==> src/design/dos_pkg.sv <==
// Purpose: Shared constants of the delayed one-shot pulse block
// Assumes: Byte addresses on a 10-bit register port, 16-bit data
// Notes:   Offsets, field positions, codes and reset values
package dos_pkg;
    localparam int AW = 10;
    localparam int DW = 16;
    localparam int CW = 16;

    // Register offsets
    localparam logic [AW-1:0] ONE_SHOT_START = 10'h322;
    localparam logic [AW-1:0] TRIG_ROUTING   = 10'h323;
    localparam logic [AW-1:0] FIRST_VALUE    = 10'h326;
    localparam logic [AW-1:0] SECOND_VALUE   = 10'h328;
    localparam logic [AW-1:0] FIRST_MODE     = 10'h336;
    localparam logic [AW-1:0] SECOND_MODE    = 10'h337;
    localparam logic [AW-1:0] CLOCK_SELECT   = 10'h340;
    localparam logic [AW-1:0] OUT_POLARITY   = 10'h341;
    localparam logic [AW-1:0] PERIPH_CLOCK   = 10'h342;
    localparam logic [AW-1:0] IRQ_STATUS     = 10'h343;

    // One-shot start register field and first routing field
    localparam int START_LSB       = 0;
    localparam int FIRST_ROUTE_LSB = 6;
    // Routing register fields
    localparam int SECOND_ROUTE_LSB = 0;
    localparam logic [1:0] ROUTE_PIN   = 2'h0;
    localparam logic [1:0] ROUTE_CHAIN = 2'h2;

    // Mode register fields
    localparam int MODE_LSB     = 0;
    localparam int PULSE_BIT    = 2;
    localparam int EDGE_BIT     = 3;
    localparam int TRIG_SEL_BIT = 4;
    localparam int LEGACY_LSB   = 6;
    localparam logic [1:0] MODE_ONE_SHOT = 2'h2;

    // Clock select field, four bits per counter
    localparam int CS_W    = 4;
    localparam int EXT_BIT = 3;
    localparam logic [2:0] CS_BASE  = 3'h0;
    localparam logic [2:0] CS_DIV8  = 3'h1;
    localparam logic [2:0] CS_DIV32 = 3'h2;
    localparam logic [2:0] CS_DIV64 = 3'h3;
    localparam logic [2:0] CS_LOCO  = 3'h5;
    localparam logic [2:0] CS_SUB   = 3'h6;
    localparam logic [1:0] LG_BASE  = 2'h0;
    localparam logic [1:0] LG_DIV8  = 2'h1;
    localparam logic [1:0] LG_DIV32 = 2'h2;
    localparam logic [1:0] LG_SUB   = 2'h3;

    // Tick vector positions
    localparam int T_BASE = 0;
    localparam int T_D8   = 1;
    localparam int T_D32  = 2;
    localparam int T_D64  = 3;
    localparam int T_LOCO = 4;
    localparam int T_SUB  = 5;
    localparam int T_N    = 6;

    // Prescaler terminal values
    localparam logic [5:0] D8_LAST  = 6'h07;
    localparam logic [5:0] D32_LAST = 6'h1f;
    localparam logic [5:0] D64_LAST = 6'h3f;
    localparam logic [4:0] SUB_LAST = 5'h1f;

    localparam int HALVE_BIT = 0;
    localparam logic [7:0] REG_RESET = 8'h00;
endpackage

==> src/design/dos_top.sv <==
// Purpose: Delayed one-shot pulse, two cascaded one-shot counters
// Assumes: Pins synchronous to clk; subclock and slow oscillator
//          arrive as sampled levels
// Notes:   Register port reads answer one cycle after the strobe
//
// Summary of operation
// RULE_01: Software sets both counters one-shot, second pulsing.
// RULE_02: Reference setup: 1 ms delay, 50 us pulse.
// RULE_03: First counter arms on trigger-select and start flag.
// RULE_04: Armed first counter starts on chosen pin edge.
// RULE_05: First counter at zero reloads, stops, requests.
// RULE_06: First underflow starts second when routed.
// RULE_07: Pulse pin goes high when second starts.
// RULE_08: Second at zero: pin low, reload, stop, request.
// RULE_09: Polarity bit inverts the second pulse pin.
// RULE_10: Extended bit 0: two mode bits pick clock.
// RULE_11: Extended bit 1: three field bits pick clock.
// RULE_12: First field bits 3:0, second bits 7:4.
// RULE_13: Base clock undivided or halved by prescaler bit.
// RULE_14: Routing bits 7:6 at 00 select trigger pin.
// RULE_15: Routing bits 1:0 at 10 chain first underflow.
// RULE_16: Trigger-select bit takes routed trigger source.
// RULE_17: Edge select ignored for chained trigger.
// RULE_18: Software writes reserved mode bit as zero.
// RULE_19: Pulse function bit makes pin a pulse output.
// RULE_20: Software sets trigger pin direction to input.
// RULE_21: Stopped counter idles at inactive output level.
//
// Added by the designer: the strobed register port.
`timescale 1ns/1ps
module dos_top #(
    parameter int CW = dos_pkg::CW
) (
    input  wire logic                   clk,
    input  wire logic                   nrst,
    input  wire logic [dos_pkg::AW-1:0] addr,
    input  wire logic [dos_pkg::DW-1:0] wdata,
    input  wire logic                   wr,
    input  wire logic                   rd,
    output logic      [dos_pkg::DW-1:0] rdata,
    input  wire logic                   first_counter_trigger_pin,
    input  wire logic                   second_counter_trigger_pin,
    input  wire logic                   subclock_in,
    input  wire logic                   low_speed_osc_in,
    output logic                        first_counter_pulse_pin,
    output logic                        second_counter_pulse_pin
);
    logic [7:0]            one_shot_start;
    logic [7:0]            trig_routing;
    logic [7:0]            mode [2];
    logic [7:0]            clock_select;
    logic [7:0]            out_polarity;
    logic [7:0]            periph_clock;
    logic [1:0]            irq;

    logic [5:0]            pre;
    logic [4:0]            sub_cnt;
    logic                  sub_prev;
    logic                  loco_prev;
    logic [dos_pkg::T_N-1:0] ticks;

    logic [1:0]            pin_prev;
    logic [1:0]            pin_now;
    logic [1:0]            edge_hit;
    logic [1:0]            armed;
    logic [1:0]            sw_start;
    logic [1:0]            trig;
    logic [1:0]            tick;
    logic [1:0]            run;
    logic [1:0]            uf;
    logic [1:0]            pin;
    logic [CW-1:0]         cnt [2];
    logic [CW-1:0]         rld [2];

    // Address decode helpers
    function automatic logic hit(input logic [dos_pkg::AW-1:0] a);
        hit = wr && (addr == a);
    endfunction

    function automatic logic [dos_pkg::AW-1:0] value_addr(input int i);
        value_addr = (i == 0) ? dos_pkg::FIRST_VALUE : dos_pkg::SECOND_VALUE;
    endfunction

    function automatic logic [dos_pkg::AW-1:0] mode_addr(input int i);
        mode_addr = (i == 0) ? dos_pkg::FIRST_MODE : dos_pkg::SECOND_MODE;
    endfunction

    // Count source choice for one counter
    function automatic logic pick_tick(
        input logic [dos_pkg::CS_W-1:0] cs,
        input logic [1:0]               legacy,
        input logic [dos_pkg::T_N-1:0]  t
    );
        pick_tick = 1'b0;
        if (!cs[dos_pkg::EXT_BIT]) begin
            case (legacy) // [RULE_10]
                dos_pkg::LG_BASE:  pick_tick = t[dos_pkg::T_BASE];
                dos_pkg::LG_DIV8:  pick_tick = t[dos_pkg::T_D8];
                dos_pkg::LG_DIV32: pick_tick = t[dos_pkg::T_D32];
                dos_pkg::LG_SUB:   pick_tick = t[dos_pkg::T_SUB];
                default:           pick_tick = 1'b0;
            endcase
        end else begin
            case (cs[2:0]) // [RULE_11]
                dos_pkg::CS_BASE:  pick_tick = t[dos_pkg::T_BASE];
                dos_pkg::CS_DIV8:  pick_tick = t[dos_pkg::T_D8];
                dos_pkg::CS_DIV32: pick_tick = t[dos_pkg::T_D32];
                dos_pkg::CS_DIV64: pick_tick = t[dos_pkg::T_D64];
                dos_pkg::CS_LOCO:  pick_tick = t[dos_pkg::T_LOCO];
                dos_pkg::CS_SUB:   pick_tick = t[dos_pkg::T_SUB];
                default:           pick_tick = 1'b0;
            endcase
        end
    endfunction

    // Control registers
    always_ff @(posedge clk) begin
        if (!nrst) begin
            one_shot_start <= dos_pkg::REG_RESET;
        end else if (hit(dos_pkg::ONE_SHOT_START)) begin
            one_shot_start <= wdata[7:0];
        end
    end

    always_ff @(posedge clk) begin
        if (!nrst) begin
            trig_routing <= dos_pkg::REG_RESET;
        end else if (hit(dos_pkg::TRIG_ROUTING)) begin
            trig_routing <= wdata[7:0];
        end
    end

    always_ff @(posedge clk) begin
        if (!nrst) begin
            clock_select <= dos_pkg::REG_RESET;
        end else if (hit(dos_pkg::CLOCK_SELECT)) begin
            clock_select <= wdata[7:0];
        end
    end

    always_ff @(posedge clk) begin
        if (!nrst) begin
            out_polarity <= dos_pkg::REG_RESET;
        end else if (hit(dos_pkg::OUT_POLARITY)) begin
            out_polarity <= wdata[7:0];
        end
    end

    always_ff @(posedge clk) begin
        if (!nrst) begin
            periph_clock <= dos_pkg::REG_RESET;
        end else if (hit(dos_pkg::PERIPH_CLOCK)) begin
            periph_clock <= wdata[7:0];
        end
    end

    // Prescaler and sampled slow clocks
    always_ff @(posedge clk) begin
        if (!nrst) begin
            pre <= '0;
        end else begin
            pre <= pre + 6'h01;
        end
    end

    always_ff @(posedge clk) begin
        if (!nrst) begin
            sub_prev  <= 1'b0;
            loco_prev <= 1'b0;
        end else begin
            sub_prev  <= subclock_in;
            loco_prev <= low_speed_osc_in;
        end
    end

    always_ff @(posedge clk) begin
        if (!nrst) begin
            sub_cnt <= '0;
        end else if (subclock_in && !sub_prev) begin
            sub_cnt <= sub_cnt + 5'h01;
        end
    end

    always_comb begin
        ticks = '0;
        ticks[dos_pkg::T_BASE] = periph_clock[dos_pkg::HALVE_BIT] || pre[0]; // [RULE_13]
        ticks[dos_pkg::T_D8]   = (pre[2:0] == dos_pkg::D8_LAST[2:0]);
        ticks[dos_pkg::T_D32]  = (pre[4:0] == dos_pkg::D32_LAST[4:0]);
        ticks[dos_pkg::T_D64]  = (pre == dos_pkg::D64_LAST);
        ticks[dos_pkg::T_LOCO] = low_speed_osc_in && !loco_prev;
        ticks[dos_pkg::T_SUB]  = subclock_in && !sub_prev && (sub_cnt == dos_pkg::SUB_LAST);
    end

    // Trigger pin edge detection
    assign pin_now = {second_counter_trigger_pin, first_counter_trigger_pin};

    always_ff @(posedge clk) begin
        if (!nrst) begin
            pin_prev <= '0;
        end else begin
            pin_prev <= pin_now;
        end
    end

    // Trigger selection per counter
    always_comb begin
        for (int i = 0; i < 2; i++) begin
            edge_hit[i] = mode[i][dos_pkg::EDGE_BIT]
                        ? (pin_now[i] && !pin_prev[i])
                        : (!pin_now[i] && pin_prev[i]); // [RULE_04]
            armed[i] = mode[i][dos_pkg::TRIG_SEL_BIT]
                     && one_shot_start[dos_pkg::START_LSB + i]; // [RULE_03]
            sw_start[i] = hit(dos_pkg::ONE_SHOT_START)
                        && wdata[dos_pkg::START_LSB + i];
        end
        // Routed source only with trigger-select set
        if (mode[0][dos_pkg::TRIG_SEL_BIT]) begin // [RULE_16]
            trig[0] = armed[0] && edge_hit[0]
                    && (trig_routing[dos_pkg::FIRST_ROUTE_LSB +: 2]
                        == dos_pkg::ROUTE_PIN); // [RULE_14]
        end else begin
            trig[0] = sw_start[0];
        end
        if (mode[1][dos_pkg::TRIG_SEL_BIT]) begin // [RULE_16]
            case (trig_routing[dos_pkg::SECOND_ROUTE_LSB +: 2])
                dos_pkg::ROUTE_CHAIN: trig[1] = armed[1] && uf[0]; // [RULE_06] [RULE_15] [RULE_17]
                dos_pkg::ROUTE_PIN:   trig[1] = armed[1] && edge_hit[1];
                default:              trig[1] = 1'b0;
            endcase
        end else begin
            trig[1] = sw_start[1];
        end
    end

    // Two counter channels
    for (genvar g = 0; g < 2; g++) begin : g_chan
        always_ff @(posedge clk) begin
            if (!nrst) begin
                mode[g] <= dos_pkg::REG_RESET;
            end else if (hit(mode_addr(g))) begin
                mode[g] <= wdata[7:0];
            end
        end

        assign tick[g] = pick_tick(clock_select[g*dos_pkg::CS_W +: dos_pkg::CS_W],
                                   mode[g][dos_pkg::LEGACY_LSB +: 2], ticks); // [RULE_12]

        dos_chan #(
            .CW (CW)
        ) u_chan (
            .clk       (clk),
            .nrst      (nrst),
            .tick      (tick[g]),
            .trig      (trig[g]),
            .enable    (mode[g][dos_pkg::MODE_LSB +: 2] == dos_pkg::MODE_ONE_SHOT),
            .load      (hit(value_addr(g))),
            .load_data (wdata[CW-1:0]),
            .pulse_en  (mode[g][dos_pkg::PULSE_BIT]), // [RULE_19]
            .pol_inv   (out_polarity[g]),
            .count     (cnt[g]),
            .reload    (rld[g]),
            .running   (run[g]),
            .underflow (uf[g]),
            .pin       (pin[g])
        );

        // Request bit: set wins over write-one clear
        always_ff @(posedge clk) begin
            if (!nrst) begin
                irq[g] <= 1'b0;
            end else if (uf[g]) begin
                irq[g] <= 1'b1; // [RULE_05] [RULE_08]
            end else if (hit(dos_pkg::IRQ_STATUS) && wdata[g]) begin
                irq[g] <= 1'b0;
            end
        end
    end

    assign first_counter_pulse_pin  = pin[0];
    assign second_counter_pulse_pin = pin[1];

    // Read port, data valid only the cycle after rd
    always_ff @(posedge clk) begin
        if (!nrst || !rd) begin
            rdata <= '0;
        end else begin
            case (addr)
                dos_pkg::ONE_SHOT_START: rdata <= {8'h00, one_shot_start};
                dos_pkg::TRIG_ROUTING:   rdata <= {8'h00, trig_routing};
                dos_pkg::FIRST_VALUE:    rdata <= cnt[0];
                dos_pkg::SECOND_VALUE:   rdata <= cnt[1];
                dos_pkg::FIRST_MODE:     rdata <= {8'h00, mode[0]};
                dos_pkg::SECOND_MODE:    rdata <= {8'h00, mode[1]};
                dos_pkg::CLOCK_SELECT:   rdata <= {8'h00, clock_select};
                dos_pkg::OUT_POLARITY:   rdata <= {8'h00, out_polarity};
                dos_pkg::PERIPH_CLOCK:   rdata <= {8'h00, periph_clock};
                dos_pkg::IRQ_STATUS:     rdata <= {14'h0000, irq};
                default:                 rdata <= '0;
            endcase
        end
    end
endmodule

==> src/design/dos_chan.sv <==
// Purpose: One one-shot down-counter with optional pulse pin
// Assumes: trig is a one-cycle pulse and tick a per-cycle count enable in the clk domain
// Notes:   Retriggers while counting are ignored
`timescale 1ns/1ps
module dos_chan #(
    parameter int CW = dos_pkg::CW
) (
    input  wire logic          clk,
    input  wire logic          nrst,
    input  wire logic          tick,
    input  wire logic          trig,
    input  wire logic          enable,
    input  wire logic          load,
    input  wire logic [CW-1:0] load_data,
    input  wire logic          pulse_en,
    input  wire logic          pol_inv,
    output logic      [CW-1:0] count,
    output logic      [CW-1:0] reload,
    output logic               running,
    output logic               underflow,
    output logic               pin
);
    typedef enum logic [1:0] {
        DOS_IDLE = 2'b01,
        DOS_RUN  = 2'b10
    } dos_state_t;

    dos_state_t state;
    dos_state_t next_state;
    logic       last;

    assign last = tick && (count <= CW'(1));

    always_comb begin
        next_state = state;
        case (state)
            DOS_IDLE: begin
                if (trig && enable) begin
                    next_state = DOS_RUN;
                end
            end
            DOS_RUN: begin
                if (!enable || last) begin
                    next_state = DOS_IDLE;
                end
            end
            default: next_state = DOS_IDLE;
        endcase
    end

    always_ff @(posedge clk) begin
        if (!nrst) begin
            state <= DOS_IDLE;
        end else begin
            state <= next_state;
        end
    end

    always_ff @(posedge clk) begin
        if (!nrst) begin
            running <= 1'b0;
        end else begin
            running <= (next_state == DOS_RUN);
        end
    end

    always_ff @(posedge clk) begin
        if (!nrst) begin
            reload <= '0;
        end else if (load) begin
            reload <= load_data;
        end
    end

    // Reload on reaching zero, then hold
    always_ff @(posedge clk) begin
        if (!nrst) begin
            count <= '0;
        end else if (state == DOS_RUN && enable) begin
            if (last) begin
                count <= reload; // [RULE_05] [RULE_08]
            end else if (tick) begin
                count <= count - CW'(1);
            end
        end else if (load) begin
            count <= load_data;
        end else begin
            count <= reload;
        end
    end

    always_ff @(posedge clk) begin
        if (!nrst) begin
            underflow <= 1'b0;
        end else begin
            underflow <= (state == DOS_RUN) && enable && last;
        end
    end

    // Active while running, inactive level when idle
    always_ff @(posedge clk) begin
        if (!nrst) begin
            pin <= 1'b0;
        end else begin
            pin <= pol_inv ^ (pulse_en && next_state == DOS_RUN); // [RULE_07] [RULE_09] [RULE_21]
        end
    end
endmodule

==> config.mk <==
export PLATFORM = sky130hd
export DESIGN_NAME = dos_top
export DESIGN_NICKNAME = d
export VERILOG_FILES = /design/src/design/dos_pkg.sv /design/src/design/dos_top.sv /design/src/design/dos_chan.sv
export SDC_FILE = /design/constraint.sdc
export NUM_CORES = 1
export LEC_CHECK = 0
export BUFFER_PORTS_ARGS = -buffer_cell sky130_fd_sc_hd__buf_4
export CORE_MARGIN = 5
export CORE_UTILIZATION = 50
export DETAILED_ROUTE_END_ITERATION = 8
export PLACE_DENSITY = 0.78
export REMOVE_ABC_BUFFERS = 1
export SYNTH_ARGS = -nofsm -noshare
export SYNTH_HDL_FRONTEND = slang
export SYNTH_HIERARCHICAL = 1
export SYNTH_SLANG_ARGS = --single-unit
==> constraint.sdc <==
create_clock -name clk -period 5.9 [get_ports clk]
set_input_delay 1.18 -clock clk [delete_from_list [all_inputs] [get_ports clk]]
set_output_delay 1.18 -clock clk [all_outputs]
set_load 0.005 [all_outputs]
-- After elaboration in Yosys (flattened, before gate mapping)
Memory sizes are Yosys's and may differ from the RTL's.
Cells that the tools add are included.
- memory bits (writable): 16
- logic and storage cells: 173
- register bits: 145
- latch bits: 0
- output and inout bits: 18
- memory bits (read-only): 0
- memories: 1
- input port bits: 34
- memories (name ; words ; width ; rd ports ; clocked after Yosys merged registers in ; write ports ; line ; RTL):
    mode ; 2 ; 8 ; 2 ; 0 ; 2 ; dos_top.sv:50 ; logic [7:0] mode [2];
- reductions and logical operators: 59
- multiply operators: 0
- add/sub/neg operators: 4
- eq/ne operators: 41
- div/mod/pow operators: 0
- mux-type cells: 39
- shift operators: 0
- bitwise logic cells: 4
- magnitude comparators: 2
- operators with widths (kind ; count):
    case mux 16 bit (10 select lines) ; 1
    two-way mux 16 bit ; 8
    equality test 10 bit (second input constant) ; 10
    logical AND 1 bit ; 37
    <= comparator 16 x 1 -> 1 bit (second input constant) ; 2
    subtractor 16 x 1 -> 16 bit (second input constant) ; 2
    equality test 2 bit (second input constant) ; 11
    two-way mux 1 bit ; 17
    two-way mux 8 bit ; 2
    equality test 3 bit (second input constant) ; 5
    equality test 3 x 2 -> 1 bit (second input constant) ; 4
    case mux 1 bit (6 select lines) ; 2
    equality test 5 bit (second input constant) ; 2
    zero test 1 bit ; 10
    equality test 2 x 1 -> 1 bit (second input constant) ; 4
    zero test 2 bit ; 4
    two-way mux 2 bit ; 4
    case mux 1 bit (4 select lines) ; 2
    case mux 2 bit (2 select lines) ; 2
    adder 6 x 1 -> 6 bit (second input constant) ; 1
    equality test 3 x 1 -> 1 bit (second input constant) ; 2
    equality test 6 bit (second input constant) ; 1
    zero test 3 bit ; 2
    != test 3 x 1 -> 1 bit (second input constant) ; 2
    6 further kinds ; 12

-- Depth between registers and ports, before layout
Gate-level depths: netlist of the first run.
- word-level depth: 12
- mapped depth: 13
- gate-level depth less buffers: 11

-- Hierarchy
The synthesis of the first run kept the hierarchy.
- modules (own cells, without submodules) (module ; sequential area each (um^2) ; area each (um^2) ; instances ; cells an instance):
    dos_top ; 1941.9 ; 4485.6 ; 1 ; 449
    dos_chan at g_chan[1].u_chan ; 740.7 ; 2134.5 ; 1 ; 249
    dos_chan at g_chan[0].u_chan ; 740.7 ; 2115.8 ; 1 ; 249

-- Least setup slack after synthesis of the first run
OpenSTA, ideal clock, no wires.
- path kind: input port to flip-flop
- start point: input port addr[4] in the netlist's numbering
- end point: register g_chan[1].u_chan.count[10]
- library setup time: 0.128 ns
- data required time: 5.772 ns
- path buffers: 4
- data arrival time: 3.707 ns
- stages: 11
- slack: 2.065 ns
- path through: or4b_1 buf_2 nor4_4 buf_4 and2_1 clkbuf_1 buf_1 mux2i_1 nor2_1 o21ai_0 o21ai_1
- cells in the longest elaborated chain, start to end: 4
- ends and longest elaborated chain (item ; line ; RTL):
    from (decl) ; dos_top.sv:36 ; input wire logic [dos_pkg::AW-1:0] addr,
    equality test 10 bit ; dos_top.sv:77 ; hit = wr && (addr == a);
    logical AND 1 bit ; dos_top.sv:77 ;
    two-way mux 16 bit ; dos_chan.sv:85 ; end else if (load) begin
    two-way mux 16 bit ; dos_chan.sv:79 ; end else if (state == DOS_RUN && enable) begin
    to (signal assigned) ; dos_chan.sv:81 ; count <= reload;
    to (signal assigned) ; dos_chan.sv:86 ; count <= load_data;
    to (signal assigned) ; dos_chan.sv:88 ; count <= reload;
    to (decl) ; dos_chan.sv:17 ; output logic [CW-1:0] count,
Every way passes these cells.
A chain may end at the register's enable or synchronous reset.

-- Final worst setup path of the first run
- start point: input port addr[4] in the netlist's numbering
- end point: register g_chan[1].u_chan.count[0]
The elaborated chain is that of the path after synthesis.

==> impl_metrics.py, run 1 <==
metrics = {
    "cts": {
        "worstSkewPairLatency_ps": 430,
        "clk_pin_slew_ps": 60,
        "cts_hold_buf": 0,
        "cts_buffer_depth": 2,
        "cts_resized": 0,
        "cts.sinks": 161,
        "clk_root_buffer_cell": "clkbuf_16",
        "postCtsSetupBuffers": 0,
        "cts_buffers": 17,
        "cts_tree": "yes",
        "cts_max_level": 4,
    },
    "power_and_ir_drop": {
        "p_switching_mw": 0.554,
        "power_leakage_nw": 3.75,
        "power_frac_clock_pct": 44.6,
        "ir_drop_v": 0.000208,
        "swShare_pct": 23.7,
        "pwr-share-comb_pct": 7.0,
        "p_int_mw": 1.79,
        "p_seq_share_pct": 48.4,
        "p_per_area_nw_per_um2": 242,
    },
    "finish": {
        "fillers": 1557,
        "layout.cells.non_filler": 1199,
        "layout.nets": 1009,
        "syn2layout_area_growth_pct": 11.3,
        "diodes": 0,
        "regArea_um2": 3380,
        "finish.instance_area_um2": 9670,
        "post-route-util_pct": 56.3,
        "multi_input_area_um2": 4960,
        "drive_gt1_share_pct": 12.5,
    },
    "placed_design": {
        "post_dp_cell_area_um2": 9120,
        "hpwl_um": 15500,
        "dp_slack_ps": 1510,
        "io_buffers": 51,
        "globalplace.congestion": 0.870,
        "dp_cells": 1168,
    },
    "routing": {
        "wl_um": 22800,
        "ant_nets": 0,
        "num_vias": 7317,
        "dr.pass1.iters": 5,
        "drtIter0Drc": 977,
        "wl_per_cell_um": 19.0,
        "drcViolationCount": 0,
        "avgViaCountPerCell": 6.10,
    },
    "synthesis": {
        "netlist_area_um2": 8690,
        "avgSynthCellArea_um2": 9.21,
        "yosys_warnings": 6,
        "syn_inst": 943,
    },
    "worst_hold_path": {
        "hp-class": "reg -> reg",
        "hp-start": "out_polarity[6]$_SDFFE_PN0P_",
        "worstHoldPathCells": 2,
    },
    "setup_path": {
        "r2r-start": "sub_cnt[0]$_SDFFE_PN0P_",
        "worstSetupPathType": "in -> reg",
        "cp-start-kind": "primary input",
        "critical_path.slowest_cell": "and2_1",
        "crit_arrival_ps": 4320,
        "required_ps": 6160,
        "slowest_delay_ps": 910,
        "r2r_cells": 11,
        "worstSetupEndpointType": "register",
        "crit_start": "addr[4]",
        "worst-path-max-fanout": 16,
        "crit_chain": "buf_4, or4b_1, nor4_4, and2_1, mux2i_1, nand2_1, o311ai_0, a31oi_1",
    },
    "timing": {
        "setup_viol": 0,
        "post-route-period-util_pct": 68.8,
        "setup_ws_ps": 1840,
        "hold_viol": 0,
        "rsz0062_at_grt": "no",
        "tns_ps": 0,
        "clock.fmax_ghz": 0.246,
        "min_period_ps": 4060,
        "slew_violations": 0,
        "tightest_slew_ps": 1150,
        "skew_ps": 11.8,
        "relSlewSlack_pct": 22.4,
    },
    "die": {
        "placementRows": 48,
        "initial_core_util_pct": 50.6,
        "die_h_um": 142,
        "top_level_ports": 52,
        "core_area_um2": 17200,
        "die_w_um": 142,
        "fp.dieArea_um2": 20100,
    },
    "global_routing": {
        "antenna_found_initial": 0,
        "grt_pass1_vias": 6799,
        "overflow": 0,
        "gr-usage-all-layers_pct": 22.7,
        "grt_first_pass_wirelength_um": 36200,
        "grt_start_max_net_pins": 96,
    },
    "run_status": {
        "status": "completed",
    },
    "flow_run": {
        "maxCapViolCount": 0,
    },
}
[worst paths after layout]
kind	endpoint	slack [ps]
max	g_chan[1].u_chan/count[0]$_SDFFE_PN0P_	1840
min	out_polarity[6]$_SDFFE_PN0P_	460
max reg2reg	g_chan[0].u_chan/count[13]$_SDFFE_PN0P_	1880
min reg2reg	out_polarity[6]$_SDFFE_PN0P_	460
[power by group through the flow]
stage,Sequential [mW],Combinational (mW),Clock (mW)
6_report,1.13,0.163,1.04
2_1_floorplan,1.15,0.0837,0
5_1_grt,1.13,0.176,1.11
3_5_place_dp,1.16,0.160,0
4_1_cts,1.13,0.160,1.05
3_3_place_gp,1.16,0.156,0
[placed cells by master (no fill, tap or decap), drive strengths merged, types with 10 or more instances in the layout]
| master | instances |
|---|---|
| nor3b | 28 |
| edfxtp | 16 |
| a41oi | 10 |
| xnor2 | 21 |
| nand2b | 11 |
| nor3 | 18 |
| mux2 | 10 |
| nor4 | 12 |
| ha | 13 |
| and2 | 36 |
| clkbuf | 22 |
| mux2i | 96 |
| dfxtp | 145 |
| inv | 21 |
| a21oi | 10 |
| nand3 | 19 |
| nand2 | 72 |
| nor2b | 53 |
| a31oi | 18 |
| and3 | 13 |
| nor2 | 60 |
| a22oi | 15 |
| a21boi | 10 |
| o21ai | 82 |
| nand4 | 12 |
| buf | 56 |
[registers in the layout, indices dropped and copies added (netlist names), 4 cells and up]
signal,flops
g_chan.u_chan/count,32
pre,6
sub_cnt,5
g_chan.u_chan/reload,32
clock_select,8
g_chan.u_chan/state,4
trig_routing,8
out_polarity,8
one_shot_start,8
rdata,16
mode,16
periph_clock,8
[critical path, delay by kind of cell]
family                 cells  cell delay, ps
AOI/OAI and AO/OA          2             220
buffers and inverters      1             130
muxes                      1             330
and+or+nand+nor            4            2460
[layout make-up]
cell class	instances	share of cell area, %
inverters	19	0.738
clock buffers	22	4.81
flip-flops and latches	161	35.0
repair buffers	56	4.35
clock inverters	9	0.854
multi-input cells	707	51.3
well taps	225	2.91
[metal layers]
layer  routed length, µm  global-route usage, %  part of all wire, %
met4                 545                   8.38                  2.4
met1                9970                   32.0                   44
met3                1820                   4.28                  8.0
met2               10500                   34.5                   46
met5                   0                      0                    0
[metrics by stage]
step	hold WS, ps	total power, mW
3_5_place_dp	456	1.32
4_1_cts	466	2.35
3_3_place_gp	443	1.31
6_report	463	2.34
2_1_floorplan	418	1.24
5_1_grt	488	2.41
No activity file was read; power rests on OpenSTA's default activity.
==> run 2: changes to the inputs <==
--- a/config.mk
+++ b/config.mk
@@ -5,6 +5,7 @@
 export SDC_FILE = /design/constraint.sdc
 export NUM_CORES = 1
 export LEC_CHECK = 0
+export ABC_AREA = 1
 export BUFFER_PORTS_ARGS = -buffer_cell sky130_fd_sc_hd__buf_4
 export CORE_MARGIN = 5
 export CORE_UTILIZATION = 50
==> constraint.sdc (replaced) <==
create_clock -name clk -period 3.75 [get_ports clk]
set_input_delay 0.75 -clock clk [delete_from_list [all_inputs] [get_ports clk]]
set_output_delay 0.75 -clock clk [all_outputs]
set_load 0.005 [all_outputs]
==> run 2 against run 1 <==
Compared with the run above: combinational power rose by 21%; final cell count rose by 23%; clock power rose by 62%; power rose by 56%; count of clock-buffer cells in the layout fell by 4; cell area fell by 0.57%; sequential cell count did not move; critical path depth rose by 10; critical endpoint is now g_chan[1].u_chan/count[13]$_SDFFE_PN0P_; largest cell class unchanged.
==> impl_metrics.py, run 2 <==
metrics = {
    "run_status": {
        "status": "completed",
    },
    "routing": {
        "num_vias": 8259,
        "drtIter0Drc": 1113,
        "wl_um": 23900,
        "wl_per_cell_um": 16.2,
        "drcViolationCount": 0,
        "avgViaCountPerCell": 5.59,
        "ant_nets": 0,
        "dr.pass1.iters": 8,
    },
    "cts": {
        "cts_buffer_depth": 2,
        "clk_root_buffer_cell": "clkbuf_16",
        "worstSkewPairLatency_ps": 440,
        "cts_tree": "yes",
        "cts_hold_buf": 0,
        "clk_pin_slew_ps": 70,
        "cts_buffers": 17,
        "cts_max_level": 4,
        "postCtsSetupBuffers": 0,
        "cts.sinks": 161,
        "cts_resized": 0,
    },
    "setup_path": {
        "crit_arrival_ps": 3240,
        "worst-path-max-fanout": 26,
        "required_ps": 4020,
        "r2r-start": "sub_cnt[0]$_SDFFE_PN0P_",
        "worstSetupEndpointType": "register",
        "cp-start-kind": "register",
        "crit_start": "sub_cnt[0]$_SDFFE_PN0P_",
        "worstSetupPathType": "reg -> reg",
    },
    "timing": {
        "clock.fmax_ghz": 0.337,
        "post-route-period-util_pct": 79.1,
        "relSlewSlack_pct": 31.6,
        "skew_ps": 16.0,
        "tightest_slew_ps": 1020,
        "tns_ps": 0,
        "setup_viol": 0,
        "rsz0062_at_grt": "no",
        "min_period_ps": 2970,
        "hold_viol": 0,
        "slew_violations": 0,
        "holdWs_ps": 448,
    },
    "finish": {
        "top_regs": "g_chan.u_chan/count (32), g_chan.u_chan/reload (32)",
        "syn2layout_area_growth_pct": 12.9,
        "drive_gt1_share_pct": 12.3,
        "multi_input_area_um2": 4340,
        "final_common_cell": "nand2_1",
        "regArea_um2": 3380,
        "fillers": 1566,
        "diodes": 0,
        "mostFrequentLayoutCells": "nand2_1, nor2_1, inv_1, dfxtp_1, a21oi_1",
        "layout.nets": 1292,
    },
    "global_routing": {
        "gr-usage-all-layers_pct": 24.3,
        "grt_pass1_vias": 7601,
        "grt_start_max_net_pins": 38,
        "antenna_found_initial": 0,
        "overflow": 0,
        "grt_first_pass_wirelength_um": 38800,
    },
    "placed_design": {
        "hpwl_um": 17000,
        "globalplace.congestion": 0.973,
        "io_buffers": 51,
    },
    "power_and_ir_drop": {
        "p_per_area_nw_per_um2": 380,
        "ir_drop_v": 0.000332,
        "power_leakage_nw": 4.20,
    },
    "synthesis": {
        "netlist_area_um2": 8510,
        "avgSynthCellArea_um2": 7.09,
        "syn_inst": 1201,
        "yosys_warnings": 6,
    },
    "worst_hold_path": {
        "hp-class": "reg -> reg",
        "hp-start": "g_chan[1].u_chan/underflow$_SDFF_PN0_",
    },
    "die": {
        "fp.dieArea_um2": 19700,
        "placementRows": 47,
        "top_level_ports": 52,
        "die_w_um": 140,
        "die_h_um": 140,
        "initial_core_util_pct": 51.2,
        "core_area_um2": 16600,
    },
    "flow_run": {
        "maxCapViolCount": 0,
    },
}
## run 2: where the power goes
| part | internal [mW] | total (mW) | switching [mW] | leakage (nW) |
|---|---|---|---|---|
| sequential | 1.76 | 1.77 | 0.0140 | 1.32 |
| combinational | 0.0607 | 0.198 | 0.137 | 2.61 |
| clock | 0.924 | 1.68 | 0.759 | 0.265 |
| total | 2.74 | 3.65 | 0.910 | 4.20 |
## run 2: layout make-up
cell class	count	area share, %
clock buffers	18	4.46
clock inverters	14	1.38
inverters	155	6.05
multi-input cells	847	45.1
flip-flops and latches	161	35.2
well taps	220	2.86
repair buffers	63	4.92
## run 2: critical path, cell delays in order, from the launching register on
cell,delay [ps]
dfxtp_1,350
ha_1,200
inv_1,50
nor3_1,150
ha_1,170
inv_1,40
nor2_1,230
nand3_1,110
a21oi_1,120
o21ai_0,100
nand2_1,240
nand3_1,130
nor2_2,130
nand3_2,150
buf_4,270
nor2_1,110
nor2_1,40
a21oi_1,140
nor2_1,50
## run 2: per-layer routing
| metal | global-route usage [%] | routed length (µm) | vias up | part of all wire, % |
|---|---|---|---|---|
| li1 | - | - | 4032 | - |
| met4 | 7.55 | 482 | 0 | 2.0 |
| met3 | 6.07 | 2220 | 50 | 9.3 |
| met2 | 37.7 | 10700 | 392 | 45 |
| met5 | 0 | 0 | - | 0 |
| met1 | 33.3 | 10600 | 3785 | 44 |
## run 2: per-stage QoR
stage	cells	setup WS [ps]	total power, mW	util (%)	instance area (µm²)
floorplan	1163	324	1.90	-	8300
global placement	1446	574	2.00	54.4	9050
detailed placement	1446	496	2.00	54.4	9050
CTS	1478	809	3.66	57.8	9610
global route	1478	377	3.77	57.8	9610
finish	1478	783	3.65	57.8	9610
## run 2: final timing paths
check	endpoint	slack, ps	depth (start not counted)
setup / recovery	g_chan[1].u_chan/count[13]$_SDFFE_PN0P_	780	18
hold / removal	irq[1]$_SDFFE_PN0P_	450	2
setup reg to reg	g_chan[1].u_chan/count[13]$_SDFFE_PN0P_	780	18
hold reg to reg	irq[1]$_SDFFE_PN0P_	450	2
==> run 3: changes to the inputs <==
--- a/config.mk
+++ b/config.mk
@@ -5,12 +5,12 @@
 export SDC_FILE = /design/constraint.sdc
 export NUM_CORES = 1
 export LEC_CHECK = 0
-export ABC_AREA = 1
+export ABC_AREA = 0
 export BUFFER_PORTS_ARGS = -buffer_cell sky130_fd_sc_hd__buf_4
 export CORE_MARGIN = 5
 export CORE_UTILIZATION = 50
 export DETAILED_ROUTE_END_ITERATION = 8
-export PLACE_DENSITY = 0.78
+export PLACE_DENSITY = 0.8
 export REMOVE_ABC_BUFFERS = 1
 export SYNTH_ARGS = -nofsm -noshare
 export SYNTH_HDL_FRONTEND = slang
==> constraint.sdc (replaced) <==
create_clock -name clk -period 2.45 [get_ports clk]
set_input_delay 0.49 -clock clk [delete_from_list [all_inputs] [get_ports clk]]
set_output_delay 0.49 -clock clk [all_outputs]
set_load 0.005 [all_outputs]
==> run 3 against run 2 <==
Compared with the run above: the run now ends with setup timing left; sequential cell count did not move; sequential share of layout area is 3.7 points lower; combinational power up 140%; cell area grew 12%; global-route usage rose by 1.3 points; largest power group unchanged; final cell count decreased by 12%; critical path depth is 5 lower; highest routed layer unchanged.
==> impl_metrics.py, run 3 (same netlist as run 1, synthesis figures left out) <==
metrics = {
    "run_status": {
        "status": "finished, violations left",
        "violations": "setup timing",
    },
    "die": {
        "top_level_ports": 52,
        "initial_core_util_pct": 50.6,
        "core_area_um2": 17200,
        "die_w_um": 142,
        "fp.dieArea_um2": 20100,
        "placementRows": 48,
        "die_h_um": 142,
    },
    "routing": {
        "wl_um": 26000,
        "drtIter0Drc": 937,
        "ant_nets": 0,
        "num_vias": 7961,
        "avgViaCountPerCell": 6.11,
        "wl_per_cell_um": 19.9,
        "drcViolationCount": 0,
        "dr.pass1.iters": 6,
    },
    "timing": {
        "clock.fmax_ghz": 0.353,
        "slew_violations": 0,
        "relSlewSlack_pct": 38.4,
        "min_period_ps": 2840,
        "tightest_slew_ps": 918,
        "skew_ps": 9.59,
        "post-route-period-util_pct": 116,
        "holdWs_ps": 300,
        "tns_ps": -11120,
        "setup_ws_ps": -387,
        "rsz0062_at_grt": "yes",
        "setup_viol": 40,
        "hold_viol": 0,
    },
    "cts": {
        "clk_pin_slew_ps": 60,
        "cts_max_level": 4,
        "cts_buffers": 17,
        "cts.sinks": 161,
        "cts_buffer_depth": 2,
        "cts_tree": "yes",
        "worstSkewPairLatency_ps": 430,
        "clk_root_buffer_cell": "clkbuf_16",
    },
    "setup_path": {
        "crit_arrival_ps": 3150,
        "worstSetupPathType": "reg -> reg",
        "required_ps": 2760,
        "worst-path-max-fanout": 8,
        "critical_path.slowest_cell": "mux4_2",
        "slowest_delay_ps": 470,
        "path_buf_inv": 2,
        "worstSetupEndpointType": "register",
        "crit_chain": "ha_4, and3_4, ha_4, and3b_2, mux4_2, or2_4, o211a_4, o2111ai_4, buf_6, or2_4, buf_8, mux2i_1, o21ai_1",
        "cp_top_family": "simple AND/OR/NAND/NOR gates",
        "cp-start-kind": "register",
    },
    "flow_run": {
        "maxCapViolCount": 0,
    },
    "finish": {
        "diodes": 0,
        "syn2layout_area_growth_pct": 23.9,
        "finish.instance_area_um2": 10800,
        "final_common_cell": "buf_4",
        "drive_gt1_share_pct": 24.5,
        "top_regs": "g_chan.u_chan/count (32), g_chan.u_chan/reload (32)",
        "mostFrequentLayoutCells": "buf_4, dfxtp_1, mux2i_1, nand2_1, nor2_1",
        "post-route-util_pct": 62.6,
        "fillers": 1397,
        "layout.cells.non_filler": 1304,
        "layout.nets": 1113,
    },
    "placed_design": {
        "io_buffers": 51,
        "hpwl_um": 17500,
        "post_dp_cell_area_um2": 9860,
        "dp_slack_ps": -515,
        "dp_cells": 1262,
        "globalplace.congestion": 0.911,
    },
    "global_routing": {
        "gr-usage-all-layers_pct": 25.6,
        "overflow": 0,
        "grt_start_max_net_pins": 38,
        "grt_first_pass_wirelength_um": 41000,
        "antenna_found_initial": 0,
        "grt_pass1_vias": 7742,
    },
    "power_and_ir_drop": {
        "power_frac_clock_pct": 43.2,
        "p_int_mw": 4.28,
        "swShare_pct": 24.4,
        "power_mw": 5.66,
        "p_switching_mw": 1.38,
        "power_leakage_nw": 4.28,
        "p_per_area_nw_per_um2": 526,
        "ir_drop_v": 0.000549,
        "p_seq_share_pct": 48.2,
        "pwr-share-comb_pct": 8.6,
    },
    "worst_hold_path": {
        "hp-class": "in -> reg",
    },
}
-- run 3: layout make-up --
| class | instances | area (µm²) | area share, % |
|---|---|---|---|
| Clock buffer | 22 | 475 | 4.42 |
| Clock inverter | 10 | 60.1 | 0.558 |
| Inverter | 19 | 71.3 | 0.663 |
| Multi-Input combinational cell | 707 | 5180 | 48.2 |
| Sequential cell | 161 | 3390 | 31.5 |
| Tap cell | 225 | 282 | 2.62 |
| Timing Repair Buffer | 160 | 1300 | 12.1 |
-- run 3: layer usage --
layer | up-vias | GRT usage (%) | routed length, µm
met3 | 68 | 5.02 | 1930
li1 | 3666 | - | -
met2 | 387 | 41.3 | 12300
met4 | 0 | 9.29 | 786
met1 | 3840 | 34.3 | 11000
met5 | - | 0 | 0
-- run 3: repair_timing --
action | CTS | global route
cloned | 1 | 0
pin swaps | 22 | 19
hold buffers | 0 | 0
gates resized for setup | 51 | 21
setup buffers | 2 | 7
setup endpoints to repair | 40 | 40
-- run 3: final timing paths --
check | start | to | slack [ps] | cells past startpoint
hold reg to reg | pre[0]$_SDFF_PN0_ | pre[0]$_SDFF_PN0_ | 470 | 1
setup / recovery | sub_cnt[0]$_SDFFE_PN0P_ | g_chan[0].u_chan/count[15]$_SDFFE_PN0P_ | -390 | 13
setup reg to reg | sub_cnt[0]$_SDFFE_PN0P_ | g_chan[0].u_chan/count[15]$_SDFFE_PN0P_ | -390 | 13
hold / removal | low_speed_osc_in | loco_prev$_SDFF_PN0_ | 300 | 2
-- run 3: power by group through the flow --
stage | combinational [mW] | sequential, mW | clock [mW]
final | 0.485 | 2.73 | 2.45
after global routing | 0.520 | 2.73 | 2.57
after CTS | 0.458 | 2.73 | 2.46
after detailed placement | 0.433 | 2.78 | 0
after global placement | 0.423 | 2.78 | 0
after floorplan | 0.201 | 2.77 | 0
